===== src/bodm_pkg.sv =====
// package: register map, field layout, reset values and timing of the monitor
package bodm_pkg;

  // register indices as printed; byte address is four times the index
  localparam logic [7:0] IDX_CONTROL_A     = 8'h00;
  localparam logic [7:0] IDX_CONTROL_B     = 8'h01;
  localparam logic [7:0] IDX_RESERVED_LO   = 8'h02;
  localparam logic [7:0] IDX_RESERVED_HI   = 8'h07;
  localparam logic [7:0] IDX_LEVEL_CONTROL = 8'h08;
  localparam logic [7:0] IDX_IRQ_CONTROL   = 8'h09;
  localparam logic [7:0] IDX_IRQ_FLAGS     = 8'h0A;
  localparam logic [7:0] IDX_STATUS        = 8'h0B;
  localparam logic [7:0] IDX_PROTECT_KEY   = 8'h0C;
  localparam int         ADDR_SHIFT        = 2;

  // field positions
  localparam int POS_SAMPLE_RATE = 4;
  localparam int POS_RUN_MODE    = 2;
  localparam int POS_SLEEP_MODE  = 0;
  localparam int POS_LEVEL       = 0;
  localparam int POS_OFFSET      = 0;
  localparam int POS_TRIGGER     = 1;
  localparam int POS_IRQ_ENABLE  = 0;
  localparam int POS_IRQ_FLAG    = 0;
  localparam int POS_LEVEL_STATE = 0;

  // reset values of the software registers
  localparam logic [1:0] RST_OFFSET     = 2'h0;
  localparam logic [1:0] RST_TRIGGER    = 2'h0;
  localparam logic       RST_IRQ_ENABLE = 1'b0;
  localparam logic       RST_IRQ_FLAG   = 1'b0;
  localparam logic       RST_STATE      = 1'b0;

  // unlock key value is arbitrary; window counts bus transfers
  localparam logic [7:0] PROTECT_KEY    = 8'hA5;
  localparam logic [2:0] PROTECT_WINDOW = 3'h4;

  // sampling periods in microseconds and in cycles of the 125 MHz clock
  localparam int CLOCK_MHZ             = 125;
  localparam int SAMPLE_PERIOD_FAST_US = 1000;
  localparam int SAMPLE_PERIOD_SLOW_US = 8000;
  localparam int SAMPLE_FAST_CYCLES    = SAMPLE_PERIOD_FAST_US * CLOCK_MHZ;
  localparam int SAMPLE_SLOW_CYCLES    = SAMPLE_PERIOD_SLOW_US * CLOCK_MHZ;
  localparam int SAMPLE_COUNT_WIDTH    = 20;

  typedef enum logic [1:0] {
    BODM_MODE_OFF     = 2'h0,
    BODM_MODE_ON      = 2'h1,
    BODM_MODE_SAMPLED = 2'h2,
    BODM_MODE_ON_HOLD = 2'h3
  } bodm_mode_type;

  typedef enum logic [1:0] {
    BODM_TRIG_FALLING = 2'h0,
    BODM_TRIG_RISING  = 2'h1,
    BODM_TRIG_EITHER  = 2'h2,
    BODM_TRIG_RSVD    = 2'h3
  } bodm_trigger_type;

  // configuration fuse contents
  typedef struct packed {
    logic       sample_rate_select;
    logic [1:0] run_mode;
    logic [1:0] sleep_mode;
    logic [2:0] threshold_level;
  } bodm_fuse_type;

endpackage : bodm_pkg


===== src/bodm_sync.sv =====
// two-flop synchroniser for asynchronous level inputs
`timescale 1ns/1ps
`default_nettype none
module bodm_sync #(
  parameter int WIDTH = 1
) (
  input  wire logic             clk,
  input  wire logic             rst_n,
  input  wire logic             ce,
  input  wire logic [WIDTH-1:0] async_in,
  output var  logic [WIDTH-1:0] sync_out
);
  logic [WIDTH-1:0] stage;

  always_ff @(posedge clk) begin
    if (!rst_n) begin
      stage    <= '0;
      sync_out <= '0;
    end else if (ce) begin
      stage    <= async_in;
      sync_out <= stage;
    end
  end
endmodule : bodm_sync
`default_nettype wire


===== src/bodm_unlock.sv =====
// change-protection window: opens on key write, closes after a few transfers
`timescale 1ns/1ps
`default_nettype none
module bodm_unlock (
  input  wire logic clk,
  input  wire logic rst_n,
  input  wire logic ce,
  input  wire logic key_write,
  input  wire logic transfer_done,
  output var  logic unlocked
);
  logic [2:0] remaining;

  always_ff @(posedge clk) begin
    if (!rst_n) begin
      remaining <= 3'h0;
    end else if (ce) begin
      if (key_write) begin
        remaining <= bodm_pkg::PROTECT_WINDOW;
      end else if (transfer_done && remaining != 3'h0) begin
        remaining <= remaining - 3'h1;
      end
    end
  end

  assign unlocked = (remaining != 3'h0);
endmodule : bodm_unlock
`default_nettype wire


===== src/bodm_top.sv =====
// brownout monitor control and status registers with early-warning monitor
//
// What this block does
// - sample-rate bit 4 picks 1kHz when clear, 125Hz when set
// - sample-rate bit loads from fuse at reset; writes need unlock
// - run-mode bits 3:2: off, on, sampled, on with wake-up held
// - run-mode field loads from fuse at reset and is read-only
// - deep-sleep bits 1:0 write only after unlock; code 3 reserved
// - deep-sleep field loads from its fuse bits at reset
// - three-bit threshold level is read-only, from fuse, codes 0 to 7
// - warning offset code 0,1,2 sets 5, 15, 25 percent above threshold
// - trigger bits 2:1 pick falling, rising or either crossing
// - interrupt control bit 0 enables the early-warning interrupt
// - flag sets on configured crossing, never set while detector off
// - status bit reads one below warning threshold, zero above
// - status bit is meaningful only while the detector is enabled
// - interrupt request is high one cycle after flag and enable are both set (registered)
// - warning monitor is off with the detector and sampled with it
// - deep sleep uses the sleep-mode field, waking returns to run mode
`timescale 1ns/1ps
`default_nettype none
module bodm_top #(
  parameter int SAMPLE_FAST_CYCLES = bodm_pkg::SAMPLE_FAST_CYCLES,
  parameter int SAMPLE_SLOW_CYCLES = bodm_pkg::SAMPLE_SLOW_CYCLES
) (
  input  wire logic                    CORE_CLK,
  input  wire logic                    RST_N,
  input  wire logic                    CLK_EN,
  // apb slave
  input  wire logic                    PSEL,
  input  wire logic                    PENABLE,
  input  wire logic                    PWRITE,
  input  wire logic [7:0]              PADDR,
  input  wire logic [31:0]             PWDATA,
  output var  logic [31:0]             PRDATA,
  output var  logic                    PREADY,
  output var  logic                    PSLVERR,
  // fuse contents, static while the device runs
  input  wire bodm_pkg::bodm_fuse_type DETECTOR_CONFIG_FUSE,
  // power manager: high while in standby or power-down
  input  wire logic                    DEEP_SLEEP,
  // analog comparator, asynchronous
  input  wire logic                    WARNING_BELOW,
  input  wire logic                    DETECTOR_READY,
  // towards the analog detector and the system
  output var  logic [1:0]              DETECTOR_MODE,
  output var  logic                    SAMPLE_STROBE,
  output var  logic [2:0]              THRESHOLD_LEVEL,
  output var  logic [1:0]              WARNING_OFFSET,
  output var  logic                    WAKE_HOLD,
  output var  logic                    WARNING_IRQ
);

  ////////////////////////////////////////////////////////////////////////////
  // register state

  logic       sample_rate_select;
  logic [1:0] run_mode;
  logic [1:0] sleep_mode;
  logic [2:0] threshold_level;
  logic [1:0] warning_offset;
  logic [1:0] warning_trigger_select;
  logic       warning_irq_enable;
  logic       warning_irq_flag;
  logic       warning_level_state;

  ////////////////////////////////////////////////////////////////////////////
  // bus decode

  logic       setup_phase;
  logic       access_done;
  logic       write_done;
  logic [7:0] reg_index;
  logic       addr_aligned;
  logic       unlocked;

  function automatic logic hits(input logic [7:0] index,
                                input logic [7:0] target,
                                input logic       aligned);
    hits = aligned && (index == target);
  endfunction : hits

  function automatic logic mapped(input logic [7:0] index,
                                  input logic       aligned);
    mapped = aligned && (index <= bodm_pkg::IDX_PROTECT_KEY);
  endfunction : mapped

  assign setup_phase  = PSEL && !PENABLE;
  assign access_done  = PSEL && PENABLE && PREADY;
  assign write_done   = access_done && PWRITE;
  assign reg_index    = {2'h0, PADDR[7:bodm_pkg::ADDR_SHIFT]};
  assign addr_aligned = (PADDR[1:0] == 2'h0);

  logic wr_control_a;
  logic wr_level_control;
  logic wr_irq_control;
  logic wr_irq_flags;
  logic wr_key;

  assign wr_control_a     = write_done &&
                            hits(reg_index, bodm_pkg::IDX_CONTROL_A,
                                 addr_aligned);
  assign wr_level_control = write_done &&
                            hits(reg_index, bodm_pkg::IDX_LEVEL_CONTROL,
                                 addr_aligned);
  assign wr_irq_control   = write_done &&
                            hits(reg_index, bodm_pkg::IDX_IRQ_CONTROL,
                                 addr_aligned);
  assign wr_irq_flags     = write_done &&
                            hits(reg_index, bodm_pkg::IDX_IRQ_FLAGS,
                                 addr_aligned);
  assign wr_key           = write_done &&
                            hits(reg_index, bodm_pkg::IDX_PROTECT_KEY,
                                 addr_aligned) &&
                            (PWDATA[7:0] == bodm_pkg::PROTECT_KEY);

  // the key write itself is not counted against the window
  bodm_unlock u_unlock (
    .clk           (CORE_CLK),
    .rst_n         (RST_N),
    .ce            (CLK_EN),
    .key_write     (wr_key),
    .transfer_done (access_done && !wr_key),
    .unlocked      (unlocked)
  );

  ////////////////////////////////////////////////////////////////////////////
  // detector control, fuse-loaded

  always_ff @(posedge CORE_CLK) begin
    if (!RST_N) begin
      sample_rate_select <= DETECTOR_CONFIG_FUSE.sample_rate_select;
      run_mode           <= DETECTOR_CONFIG_FUSE.run_mode;
      sleep_mode         <= DETECTOR_CONFIG_FUSE.sleep_mode;
      threshold_level    <= DETECTOR_CONFIG_FUSE.threshold_level;
    end else if (CLK_EN) begin
      // writes outside the unlock window leave the fields as they are
      if (wr_control_a && unlocked) begin
        sample_rate_select <= PWDATA[bodm_pkg::POS_SAMPLE_RATE];
        sleep_mode <= PWDATA[bodm_pkg::POS_SLEEP_MODE +: 2];
      end
    end
  end

  ////////////////////////////////////////////////////////////////////////////
  // warning configuration

  always_ff @(posedge CORE_CLK) begin
    if (!RST_N) begin
      warning_offset <= bodm_pkg::RST_OFFSET;
    end else if (CLK_EN && wr_level_control) begin
      warning_offset <= PWDATA[bodm_pkg::POS_OFFSET +: 2];
    end
  end

  always_ff @(posedge CORE_CLK) begin
    if (!RST_N) begin
      warning_trigger_select <= bodm_pkg::RST_TRIGGER;
      warning_irq_enable     <= bodm_pkg::RST_IRQ_ENABLE;
    end else if (CLK_EN && wr_irq_control) begin
      warning_trigger_select <= PWDATA[bodm_pkg::POS_TRIGGER +: 2];
      warning_irq_enable     <= PWDATA[bodm_pkg::POS_IRQ_ENABLE];
    end
  end

  ////////////////////////////////////////////////////////////////////////////
  // effective mode

  logic                    deep_sleep_q;
  bodm_pkg::bodm_mode_type active_mode;
  logic                    detector_on;
  logic                    detector_sampled;

  // sleep code 3 is reserved and treated as off
  always_comb begin
    if (deep_sleep_q) begin
      active_mode = (sleep_mode == bodm_pkg::BODM_MODE_ON_HOLD) ?
                    bodm_pkg::BODM_MODE_OFF :
                    bodm_pkg::bodm_mode_type'(sleep_mode);
    end else begin
      active_mode = bodm_pkg::bodm_mode_type'(run_mode);
    end
  end

  assign detector_on      = (active_mode != bodm_pkg::BODM_MODE_OFF);
  assign detector_sampled = (active_mode == bodm_pkg::BODM_MODE_SAMPLED);

  always_ff @(posedge CORE_CLK) begin
    if (!RST_N) begin
      deep_sleep_q <= 1'b0;
    end else if (CLK_EN) begin
      deep_sleep_q <= DEEP_SLEEP;
    end
  end

  ////////////////////////////////////////////////////////////////////////////
  // sample tick

  logic [bodm_pkg::SAMPLE_COUNT_WIDTH-1:0] sample_count;
  logic [bodm_pkg::SAMPLE_COUNT_WIDTH-1:0] sample_last;
  logic                                    sample_tick;

  assign sample_last = sample_rate_select ?
    bodm_pkg::SAMPLE_COUNT_WIDTH'(SAMPLE_SLOW_CYCLES - 1) :
    bodm_pkg::SAMPLE_COUNT_WIDTH'(SAMPLE_FAST_CYCLES - 1);
  assign sample_tick = detector_sampled && (sample_count >= sample_last);

  always_ff @(posedge CORE_CLK) begin
    if (!RST_N) begin
      sample_count <= '0;
    end else if (CLK_EN) begin
      if (!detector_sampled || sample_tick) begin
        sample_count <= '0;
      end else begin
        sample_count <= sample_count + 1'b1;
      end
    end
  end

  ////////////////////////////////////////////////////////////////////////////
  // comparator and crossing detection

  logic [1:0] comp_sync;
  logic       below_now;
  logic       ready_now;
  logic       take_sample;
  logic       went_below;
  logic       went_above;
  logic       crossing;

  bodm_sync #(
    .WIDTH (2)
  ) u_sync (
    .clk      (CORE_CLK),
    .rst_n    (RST_N),
    .ce       (CLK_EN),
    .async_in ({DETECTOR_READY, WARNING_BELOW}),
    .sync_out (comp_sync)
  );

  assign below_now = comp_sync[0];
  assign ready_now = comp_sync[1];

  // monitor follows the detector: off, continuous or on sample ticks
  assign take_sample = detector_on && (!detector_sampled || sample_tick);
  assign went_below  = take_sample && below_now && !warning_level_state;
  assign went_above  = take_sample && !below_now && warning_level_state;

  always_comb begin
    unique case (bodm_pkg::bodm_trigger_type'(warning_trigger_select))
      bodm_pkg::BODM_TRIG_FALLING: crossing = went_below;
      bodm_pkg::BODM_TRIG_RISING: crossing = went_above;
      bodm_pkg::BODM_TRIG_EITHER: crossing = went_below || went_above;
      bodm_pkg::BODM_TRIG_RSVD:    crossing = 1'b0;
    endcase
  end

  // status holds its last value while the detector is off
  always_ff @(posedge CORE_CLK) begin
    if (!RST_N) begin
      warning_level_state <= bodm_pkg::RST_STATE;
    end else if (CLK_EN && take_sample) begin
      warning_level_state <= below_now;
    end
  end

  ////////////////////////////////////////////////////////////////////////////
  // interrupt flag and request

  always_ff @(posedge CORE_CLK) begin
    if (!RST_N) begin
      warning_irq_flag <= bodm_pkg::RST_IRQ_FLAG;
    end else if (CLK_EN) begin
      if (crossing) begin
        warning_irq_flag <= 1'b1;
      end else if (wr_irq_flags && PWDATA[bodm_pkg::POS_IRQ_FLAG]) begin
        warning_irq_flag <= 1'b0;
      end
    end
  end

  always_ff @(posedge CORE_CLK) begin
    if (!RST_N) begin
      WARNING_IRQ <= 1'b0;
    end else if (CLK_EN) begin
      WARNING_IRQ <= warning_irq_flag && warning_irq_enable;
    end
  end

  ////////////////////////////////////////////////////////////////////////////
  // detector outputs

  always_ff @(posedge CORE_CLK) begin
    if (!RST_N) begin
      DETECTOR_MODE   <= bodm_pkg::BODM_MODE_OFF;
      SAMPLE_STROBE   <= 1'b0;
      THRESHOLD_LEVEL <= 3'h0;
      WARNING_OFFSET  <= bodm_pkg::RST_OFFSET;
      WAKE_HOLD       <= 1'b0;
    end else if (CLK_EN) begin
      DETECTOR_MODE   <= active_mode;
      SAMPLE_STROBE   <= sample_tick;
      THRESHOLD_LEVEL <= threshold_level;
      WARNING_OFFSET  <= warning_offset;
      WAKE_HOLD       <= (run_mode == bodm_pkg::BODM_MODE_ON_HOLD) &&
                         !ready_now;
    end
  end

  ////////////////////////////////////////////////////////////////////////////
  // read mux

  logic [7:0] read_byte;

  always_comb begin
    read_byte = 8'h00;
    if (addr_aligned) begin
      unique case (reg_index)
        bodm_pkg::IDX_CONTROL_A: begin
          read_byte[bodm_pkg::POS_SAMPLE_RATE]     = sample_rate_select;
          read_byte[bodm_pkg::POS_RUN_MODE +: 2]   = run_mode;
          read_byte[bodm_pkg::POS_SLEEP_MODE +: 2] = sleep_mode;
        end
        bodm_pkg::IDX_CONTROL_B: begin
          read_byte[bodm_pkg::POS_LEVEL +: 3] = threshold_level;
        end
        bodm_pkg::IDX_LEVEL_CONTROL: begin
          read_byte[bodm_pkg::POS_OFFSET +: 2] = warning_offset;
        end
        bodm_pkg::IDX_IRQ_CONTROL: begin
          read_byte[bodm_pkg::POS_TRIGGER +: 2] = warning_trigger_select;
          read_byte[bodm_pkg::POS_IRQ_ENABLE]   = warning_irq_enable;
        end
        bodm_pkg::IDX_IRQ_FLAGS: begin
          read_byte[bodm_pkg::POS_IRQ_FLAG] = warning_irq_flag;
        end
        bodm_pkg::IDX_STATUS: begin
          read_byte[bodm_pkg::POS_LEVEL_STATE] = warning_level_state;
        end
        default: begin
          read_byte = 8'h00;
        end
      endcase
    end
  end

  ////////////////////////////////////////////////////////////////////////////
  // apb answer: ready in the first access cycle

  always_ff @(posedge CORE_CLK) begin
    if (!RST_N) begin
      PREADY  <= 1'b0;
      PRDATA  <= 32'h0000_0000;
      PSLVERR <= 1'b0;
    end else if (CLK_EN) begin
      PREADY <= setup_phase;
      if (setup_phase) begin
        PRDATA  <= PWRITE ? 32'h0000_0000 : {24'h00_0000, read_byte};
        PSLVERR <= !mapped(reg_index, addr_aligned);
      end else if (access_done) begin
        PRDATA  <= 32'h0000_0000;
        PSLVERR <= 1'b0;
      end
    end
  end

endmodule : bodm_top
`default_nettype wire


===== config.mk =====
export PLATFORM = sky130hd
export DESIGN_NAME = bodm_top
export DESIGN_NICKNAME = d
export VERILOG_FILES = /design/src/bodm_pkg.sv /design/src/bodm_sync.sv /design/src/bodm_unlock.sv /design/src/bodm_top.sv
export SDC_FILE = /design/constraint.sdc
export NUM_CORES = 1
export LEC_CHECK = 0
export ABC_AREA = 1
export BUFFER_PORTS_ARGS = -buffer_cell sky130_fd_sc_hd__buf_2
export CORE_AREA = 2 2 115 117
export CTS_CLUSTER_DIAMETER = 30
export CTS_CLUSTER_SIZE = 24
export DETAILED_ROUTE_END_ITERATION = 8
export DIE_AREA = 0 0 117 119
export PLACE_DENSITY = 0.45
export SLEW_MARGIN = 30
export SYNTH_ARGS = -nofsm -noshare
export SYNTH_HDL_FRONTEND = slang
export SYNTH_SLANG_ARGS = --single-unit

===== constraint.sdc =====
create_clock -name CORE_CLK -period 2.35 [get_ports CORE_CLK]
set_input_delay 0.47 -clock CORE_CLK [delete_from_list [all_inputs] [get_ports CORE_CLK]]
set_output_delay 0.47 -clock CORE_CLK [all_outputs]
set_load 0.1 [all_outputs]

==> results of run 1 <==
[cells in the mapped netlist (all sizes together), types with 2 or more instances]
| cell type | instances |
|---|---|
| a21oi | 29 |
| and3 | 2 |
| buf | 31 |
| clkbuf | 5 |
| dfxtp | 52 |
| edfxtp | 8 |
| ha | 14 |
| inv | 59 |
| nand2 | 94 |
| nand3 | 22 |
| nand4 | 9 |
| nor2 | 64 |
| nor3 | 7 |
| nor3b | 2 |
| nor4 | 2 |
| o21ai | 34 |
| xnor2 | 3 |
| xor2 | 10 |
[cell type report]
cell class / count / area (sq um) / area share [%]
Clock inverter: 7 / 76.3 / 1.90
Clock buffer: 9 / 225 / 5.60
Tap cell: 176 / 220 / 5.47
Sequential cell: 60 / 1280 / 31.8
Timing Repair Buffer: 56 / 310 / 7.71
Inverter: 60 / 228 / 5.66
Multi-Input combinational cell: 325 / 1680 / 41.8
[routing by layer]
metal / up-vias / track usage (%) / wire, microns
met4: 0 / 3.97 / 91
met2: 60 / 20.4 / 3800
met3: 11 / 3.51 / 332
met5: - / 0 / 0
li1: 1528 / - / -
met1: 1321 / 15.2 / 3680
[through the flow]
stage                     power (W)  hold slack, ns
after floorplan             0.00153           0.445
after global placement      0.00158           0.460
after detailed placement    0.00158           0.463
after CTS                   0.00293           0.308
after global routing        0.00301           0.309
final                       0.00289           0.317
[state kept, by name, indices dropped and copies added (netlist names), 2 cells and up]
register / cells
sample_count: 20
PRDATA: 5
THRESHOLD_LEVEL: 3
threshold_level: 3
u_unlock.remaining: 3
DETECTOR_MODE: 2
WARNING_OFFSET: 2
run_mode: 2
sleep_mode: 2
u_sync.stage: 2
u_sync.sync_out: 2
warning_offset: 2
warning_trigger_select: 2
[critical path: stages (launching register included)]
cell,delay (ns)
edfxtp_1,0.43
inv_1,0.23
ha_1,0.28
nand2_1,0.08
inv_1,0.04
nand2_1,0.06
inv_1,0.04
nand2_1,0.05
nand2_1,0.06
nand2_1,0.08
nand3_2,0.10
o21ai_1,0.14
nand2_1,0.10
buf_12,0.17
nor2_2,0.10
[power by group]
group          total [W]  switching (W)  leakage (nW)  internal, W
registers        0.00110      0.0000214         0.501      0.00107
clock network    0.00133       0.000503         0.142     0.000825
logic           0.000464       0.000387          1.20    0.0000772
total            0.00289       0.000911          1.84      0.00198
[worst max path at each step]
| stage | startpoint | to | cells after the start |
|---|---|---|---|
| finish | sample_rate_select | sample_count[13] | 14 |
| global route | sample_rate_select | sample_count[4] | 14 |
| CTS | sample_rate_select | sample_count[14] | 14 |
| detailed placement | sample_rate_select | sample_count[14] | 14 |
| global placement | sample_rate_select | sample_count[17] | 12 |
| floorplan | PREADY | sample_rate_select | 6 |
[cell families after synthesis]
kind of cell	synth area share, %
AND/OR/NAND/NOR	28.2
flip-flops	38.2
XOR/XNOR	3.40
other	0.112
buffers and inverters	14.4
multiplexers	0.299
adder cells (fa/ha/maj)	5.23
AO/OA/AOI/OAI	10.1
==> results.json, run 1 <==
{
  "min_from": "DETECTOR_CONFIG_FUSE[1]",
  "hold_class": "in -> reg",
  "drc": 0,
  "holdPathEnd": "threshold_level[1]",
  "fin_ws_ns": 0.335,
  "ant_nets": 0,
  "max_freq_mhz": 496,
  "overflow": 0,
  "firstDrtPassIters": 4,
  "cts_root_buf": "clkbuf_16",
  "r2r-end": "sample_count[13]",
  "fp.dieH_microns": 119,
  "outcome": "completed",
  "final_cell_area_sq_um": 4030,
  "end_kind": "register",
  "area_growth_pct": 20.1,
  "cts.hold.buffers_added": 0,
  "hold_path_depth": 1,
  "crit_required_ns": 2.62,
  "synth_ff_type": "dfxtp_1",
  "synthTopCellsByArea": "dfxtp_1, nand2_1, edfxtp_1, buf_4, nor2_1",
  "syn_avg_cell_area_sq_um": 7.36,
  "post-place-ws_ns": 0.307,
  "postCtsSetupBuffers": 0,
  "port_buffers": 49,
  "cts_num_sinks": 60,
  "criticalPathCategory": "reg -> reg",
  "critPathLaunchType": "register",
  "power_density_nw_per_um2": 717,
  "post-route-util_pct": 31.3,
  "synth-seq-area-share_pct": 38.2,
  "grt_start_max_net_pins": 25,
  "rows": 42,
  "drv_cap": 0,
  "final_cell_mix": "nand2_1, nor2_1, inv_1, dfxtp_1, buf_2",
  "ys_seq_elements": 60,
  "synth_area_sq_um": 3350,
  "clkTransAtPathRegs_ns": 0.06,
  "fin_crit_ns": 2.02,
  "hold_viol": 0,
  "setup-tns-final_ns": 0,
  "fill_cells": 1383,
  "finalNetCount": 583,
  "grt_setup_unrepaired": "false",
  "grt_pass1_wl_mm": 13.5,
  "clk_path_buf_depth": 2,
  "ys_types": 40,
  "place_hpwl_mm": 6.03,
  "gp_routability_congestion": 0.785,
  "core_area_sq_um": 12900,
  "async_flop_share_pct": 0,
  "skew_ns": 0.00763,
  "grt_pass1_vias": 2885,
  "avgRoutedWirePerCell_microns": 11.4,
  "layout_commonest_cell": "nand2_1",
  "ys_warn_count": 0,
  "cts_tree": "yes",
  "diodes": 0,
  "synth_cells": 455,
  "fin_crit_sh_pct": 85.8,
  "routed-via-count": 2920,
  "drive_gt1_share_pct": 18.2,
  "initial_core_util_pct": 26.0,
  "postCtsResizedCells": 0,
  "htree_levels": 3,
  "post_drt_via_cell_ratio": 4.21,
  "final-setup-viol-count": 0,
  "reg2reg_from": "sample_rate_select",
  "peakVddDrop_uv": 316,
  "cp.arrival_ns": 2.28,
  "r2r_cells": 14,
  "synth_top_cell_area_share_pct": 31.1,
  "drt_wl_total_mm": 7.90,
  "ff2ff_setup_slack_ns": 0.33,
  "synth_edf_count": 8,
  "slew_violations": 0,
  "first_iter_violations": 83,
  "grt_use_total_pct": 12.3,
  "cts_inserted_buffers": 9,
  "crit_path_max_fanout": 20,
  "placed_cells": 677,
  "final_cells": 693,
  "fp.dieW_microns": 117,
  "top_level_ports": 101,
  "place_area_sq_um": 3720,
  "antenna_found_initial": 0,
  "fp.dieArea_sq_um": 13900,
  "clock_latency_ns": 0.33,
  "p_leak_nw": 1.84,
  "synth_top_area_cell": "dfxtp_1"
}
No activity file was read; power rests on OpenSTA's default activity.
==> run 2: changes to the inputs <==
--- a/config.mk
+++ b/config.mk
@@ -12,7 +12,7 @@
 export CTS_CLUSTER_SIZE = 24
 export DETAILED_ROUTE_END_ITERATION = 8
 export DIE_AREA = 0 0 117 119
-export PLACE_DENSITY = 0.45
+export PLACE_DENSITY = 0.53
 export SLEW_MARGIN = 30
 export SYNTH_ARGS = -nofsm -noshare
 export SYNTH_HDL_FRONTEND = slang
==> run 2 against run 1 <==
Utilization is 0.23 points lower. Highest routed layer unchanged. Clock power is 9% lower. Count of clock-buffer cells in the layout stayed put. Clock skew is 0.0026 ns lower. Global-route usage is 0.28 points lower. Critical path depth is 2 lower. Sequential power hardly changed. Largest power group unchanged. Die area stayed put. Maximum frequency is 1.7% lower. Combinational power is 1% lower.
==> results.json, run 2 (synthesis gave the netlist of run 1 again) <==
{
  "drc": 0,
  "slew_violations": 0,
  "gp_routability_congestion": 0.817,
  "ant_nets": 0,
  "top_regs": "sample_count: 20 flops, PRDATA: 5 flops",
  "clk_path_buf_depth": 2,
  "largest_register_ffs": 20,
  "p_leak_nw": 1.82,
  "final_cell_area_sq_um": 4000,
  "cts_inserted_buffers": 9,
  "first_iter_violations": 69,
  "fp.dieArea_sq_um": 13900,
  "top_level_ports": 101,
  "grt_pass1_wl_mm": 13.3,
  "htree_levels": 3,
  "postCtsSetupBuffers": 0,
  "port_buffers": 49,
  "avgRoutedWirePerCell_microns": 11.1,
  "top_register": "sample_count",
  "antenna_found_initial": 0,
  "hold_class": "in -> reg",
  "initial_core_util_pct": 26.0,
  "crit_path_max_fanout": 20,
  "cts_num_sinks": 60,
  "layout_commonest_cell": "nand2_1",
  "place_hpwl_mm": 5.95,
  "fp.dieW_microns": 117,
  "placed_cells": 676,
  "grt_use_total_pct": 12.0,
  "final_cell_mix": "nand2_1, nor2_1, inv_1, dfxtp_1, buf_2",
  "clkTransAtPathRegs_ns": 0.06,
  "postCtsResizedCells": 0,
  "top_layer_used": "met4",
  "skew_ns": 0.00499,
  "cts_root_buf": "clkbuf_16",
  "setup-tns-final_ns": 0,
  "drive_gt1_share_pct": 18.0,
  "critPathLaunchType": "register",
  "wl_met3_microns": 348,
  "cts_tree": "yes",
  "grt_setup_unrepaired": "false",
  "max_freq_mhz": 488,
  "grt_start_max_net_pins": 24,
  "routed-via-count": 2939,
  "place_area_sq_um": 3720,
  "outcome": "completed",
  "rows": 42,
  "power_density_nw_per_um2": 692,
  "area_growth_pct": 19.2,
  "criticalPathCategory": "reg -> reg",
  "overflow": 0,
  "wl_met1_mm": 3.44,
  "grt_pass1_vias": 2894,
  "peakVddDrop_uv": 451,
  "cts.hold.buffers_added": 0,
  "wl_met2_mm": 3.76,
  "clock_latency_ns": 0.33,
  "hold_viol": 0,
  "final_cells": 692,
  "fin_crit_sh_pct": 87.2,
  "drv_cap": 0,
  "fp.dieH_microns": 119,
  "core_area_sq_um": 12900,
  "diodes": 0,
  "crit_required_ns": 2.62,
  "post_drt_via_cell_ratio": 4.25,
  "finalNetCount": 582,
  "end_kind": "register",
  "firstDrtPassIters": 4,
  "final-setup-viol-count": 0,
  "cp.arrival_ns": 2.32,
  "fin_crit_ns": 2.05,
  "drt_wl_total_mm": 7.70
}
==> run 2: final timing paths <==
kind                           startpoint                 end  slack, ns  cells past startpoint
setup / recovery       sample_rate_select    sample_count[11]       0.30                     12
hold / removal    DETECTOR_CONFIG_FUSE[2]  threshold_level[2]       0.31                      1
setup reg to reg       sample_rate_select    sample_count[11]       0.30                     12
hold reg to reg          DETECTOR_MODE[1]    DETECTOR_MODE[1]       0.46                      2
==> run 2: layer usage <==
metal,track usage [%],vias up
met5,0,-
met4,5.00,0
met3,2.80,16
met2,20.4,80
met1,14.3,1317
li1,-,1526
==> run 2: worst max-delay path, cell delays in order (launching register included) <==
cell and delay (ns):
edfxtp_1 0.47, inv_1 0.23, ha_1 0.28, nand2_1 0.07, nand2_1 0.04, a21oi_1 0.13, nand2_1 0.08, nand2_1 0.07
nand3_2 0.10, o21ai_1 0.14, nand2_1 0.10, buf_12 0.17, nor2_1 0.10
==> run 2: report_power, final <==
group / internal, W / leakage [nW] / switching (W)
sequential: 0.00107 / 0.501 / 0.0000220
clock: 0.000715 / 0.128 / 0.000494
combinational: 0.0000755 / 1.19 / 0.000383
==> run 2: layout make-up <==
| type | instances | area, sq um |
|---|---|---|
| timing repair buffer | 55 | 303 |
| multi-input combinational | 325 | 1680 |
| clock inverter | 7 | 53.8 |
| sequential | 60 | 1280 |
| fill | 1392 | 8880 |
| tap | 176 | 220 |
| inverter | 60 | 228 |
| clock buffer | 9 | 225 |
==> run 2: stage by stage <==
| stage | hold WS, ns | power, W | setup WS (ns) | utilization, % |
|---|---|---|---|---|
| 2_1_floorplan | 0.445 | 0.00153 | 0.369 | - |
| 3_3_place_gp | 0.455 | 0.00157 | 0.323 | 28.9 |
| 3_5_place_dp | 0.457 | 0.00158 | 0.276 | 28.9 |
| 4_1_cts | 0.300 | 0.00280 | 0.264 | 31.0 |
| 5_1_grt | 0.312 | 0.00288 | 0.0155 | 31.0 |
| 6_report | 0.313 | 0.00276 | 0.300 | 31.0 |
==> run 3: changes to the inputs <==
--- a/config.mk
+++ b/config.mk
@@ -12,7 +12,7 @@
 export CTS_CLUSTER_SIZE = 24
 export DETAILED_ROUTE_END_ITERATION = 8
 export DIE_AREA = 0 0 117 119
-export PLACE_DENSITY = 0.53
+export PLACE_DENSITY = 0.54
 export SLEW_MARGIN = 30
 export SYNTH_ARGS = -nofsm -noshare
 export SYNTH_HDL_FRONTEND = slang
==> constraint.sdc (replaced) <==
create_clock -name CORE_CLK -period 1.8 [get_ports CORE_CLK]
set_input_delay 0.36 -clock CORE_CLK [delete_from_list [all_inputs] [get_ports CORE_CLK]]
set_output_delay 0.36 -clock CORE_CLK [all_outputs]
set_load 0.1 [all_outputs]
==> run 3 against run 2 <==
The run now ends with negative setup slack left. Die area unchanged. Final area up 6.0%. First-iteration DRC count up 91%. Register-to-register slack worse by 0.51 ns. Combinational power up 40%. Flip-flop and latch count unchanged. Largest power group unchanged. Highest routed layer unchanged.
==> results.json, run 3 (synthesis gave the netlist of run 1 again) <==
{
  "outcome": "finished with violations",
  "violations": "negative setup slack",
  "crit_path_max_fanout": 20,
  "avgRoutedWirePerCell_microns": 11.5,
  "initial_core_util_pct": 26.0,
  "layout_commonest_cell": "nand2_1",
  "grt_use_total_pct": 11.9,
  "core_area_sq_um": 12900,
  "hold_viol": 0,
  "grt_pass1_wl_mm": 13.3,
  "fp.dieH_microns": 119,
  "fin_crit_sh_pct": 111,
  "use_met1_pct": 15.0,
  "met3_usage_pct": 2.85,
  "fp.dieArea_sq_um": 13900,
  "critPathLaunchType": "register",
  "final_cell_area_sq_um": 4230,
  "top_level_ports": 101,
  "place_area_sq_um": 3780,
  "grt_busiest_layer": "met2",
  "area_growth_pct": 26.4,
  "crit_start": "sample_rate_select",
  "grt_start_max_net_pins": 24,
  "min_from": "DETECTOR_CONFIG_FUSE[2]",
  "rows": 42,
  "clock_latency_ns": 0.32,
  "peakVddDrop_uv": 688,
  "ant_nets": 0,
  "grt_pass1_vias": 2857,
  "top_register": "sample_count",
  "drive_gt1_share_pct": 25.3,
  "port_buffers": 49,
  "final-setup-viol-count": 23,
  "hold_class": "in -> reg",
  "place_hpwl_mm": 6.09,
  "drv_cap": 0,
  "firstDrtPassIters": 4,
  "fin_ws_ns": -0.206,
  "skew_ns": 0.00660,
  "crit_required_ns": 2.06,
  "grt_setup_unrepaired": "true",
  "cts_tree": "yes",
  "post-route-util_pct": 32.9,
  "routed-via-count": 3016,
  "cp.arrival_ns": 2.26,
  "fp.dieW_microns": 117,
  "antenna_found_initial": 0,
  "finalNetCount": 592,
  "slew_violations": 0,
  "clkTransAtPathRegs_ns": 0.06,
  "clk_path_buf_depth": 2,
  "post_drt_via_cell_ratio": 4.30,
  "power_density_nw_per_um2": 899,
  "setup-tns-final_ns": -3.84,
  "top_regs": "sample_count: 20 flops, PRDATA: 5 flops",
  "overflow": 0,
  "htree_levels": 3,
  "final_cell_mix": "nand2_1, nor2_1, dfxtp_1, inv_1, buf_2",
  "gp_routability_congestion": 0.825,
  "criticalPathCategory": "reg -> reg",
  "first_iter_violations": 132,
  "cts_num_sinks": 60,
  "max_freq_mhz": 498,
  "drc": 0,
  "reg2reg_from": "sample_rate_select",
  "fin_crit_ns": 2.01,
  "largest_register_ffs": 20,
  "cts_inserted_buffers": 9,
  "diodes": 0,
  "met2_usage_pct": 20.1,
  "cts_root_buf": "clkbuf_16",
  "drt_wl_total_mm": 8.09,
  "p_leak_nw": 1.89,
  "end_kind": "register"
}
## run 3: cell count changes in the layout (fill, tap and decap cells not counted), sizes merged
cell / delta
bufinv: +1
clkinv: -1
inv: +1
clkinvlp: -1
buf: +10
## run 3: stage by stage
stage	worst slack [ns]	power, W	hold slack [ns]	std cells
2_1_floorplan	0.0575	0.00199	0.445	481
3_3_place_gp	-0.147	0.00207	0.457	684
3_5_place_dp	-0.179	0.00207	0.459	684
4_1_cts	-0.168	0.00383	0.199	701
5_1_grt	-0.283	0.00397	0.191	702
6_report	-0.206	0.00381	0.210	702
## run 3: area by class of cell
type | count | area, sq um
multi-input combinational | 325 | 1810
clock inverter | 7 | 76.3
timing repair buffer | 65 | 389
sequential | 60 | 1280
clock buffer | 9 | 225
inverter | 60 | 230
fill | 1390 | 8640
tap | 176 | 220
## run 3: what timing repair did
action,4_1_cts,5_1_grt
setup endpoints to repair,23,23
gates resized for setup,4,29
pin swaps,1,7
setup buffers,1,1
hold buffers,0,0
## run 3: worst paths after layout
check	cells past startpoint	to	slack (ns)
min	1	threshold_level[2]	0.21
min reg2reg	2	PRDATA[2]	0.46
max	12	sample_count[11]	-0.21
max reg2reg	12	sample_count[11]	-0.21
## run 3: where the power goes
group          internal (W)  leakage [nW]  switching [W]
clock network       0.00108         0.142       0.000655
registers           0.00140         0.501      0.0000296
logic              0.000121          1.25       0.000521
## run 3: metal layers
layer | share of wire, % | up-vias
li1 | - | 1543
met1 | 44 | 1371
met2 | 50 | 87
met3 | 4.6 | 15
met4 | 1.8 | 0
met5 | 0 | -
## run 3: worst max-delay path, cell delays in order (launching register included)
cell and delay [ns]:
edfxtp_1 0.48, buf_6 0.19, ha_4 0.25, inv_2 0.06
nor2_2 0.04, a21oi_2 0.14, nand2_1 0.07, nand2_1 0.08
nand3_2 0.11, o21ai_1 0.13, nand2_1 0.10, buf_12 0.17
nor2_1 0.11
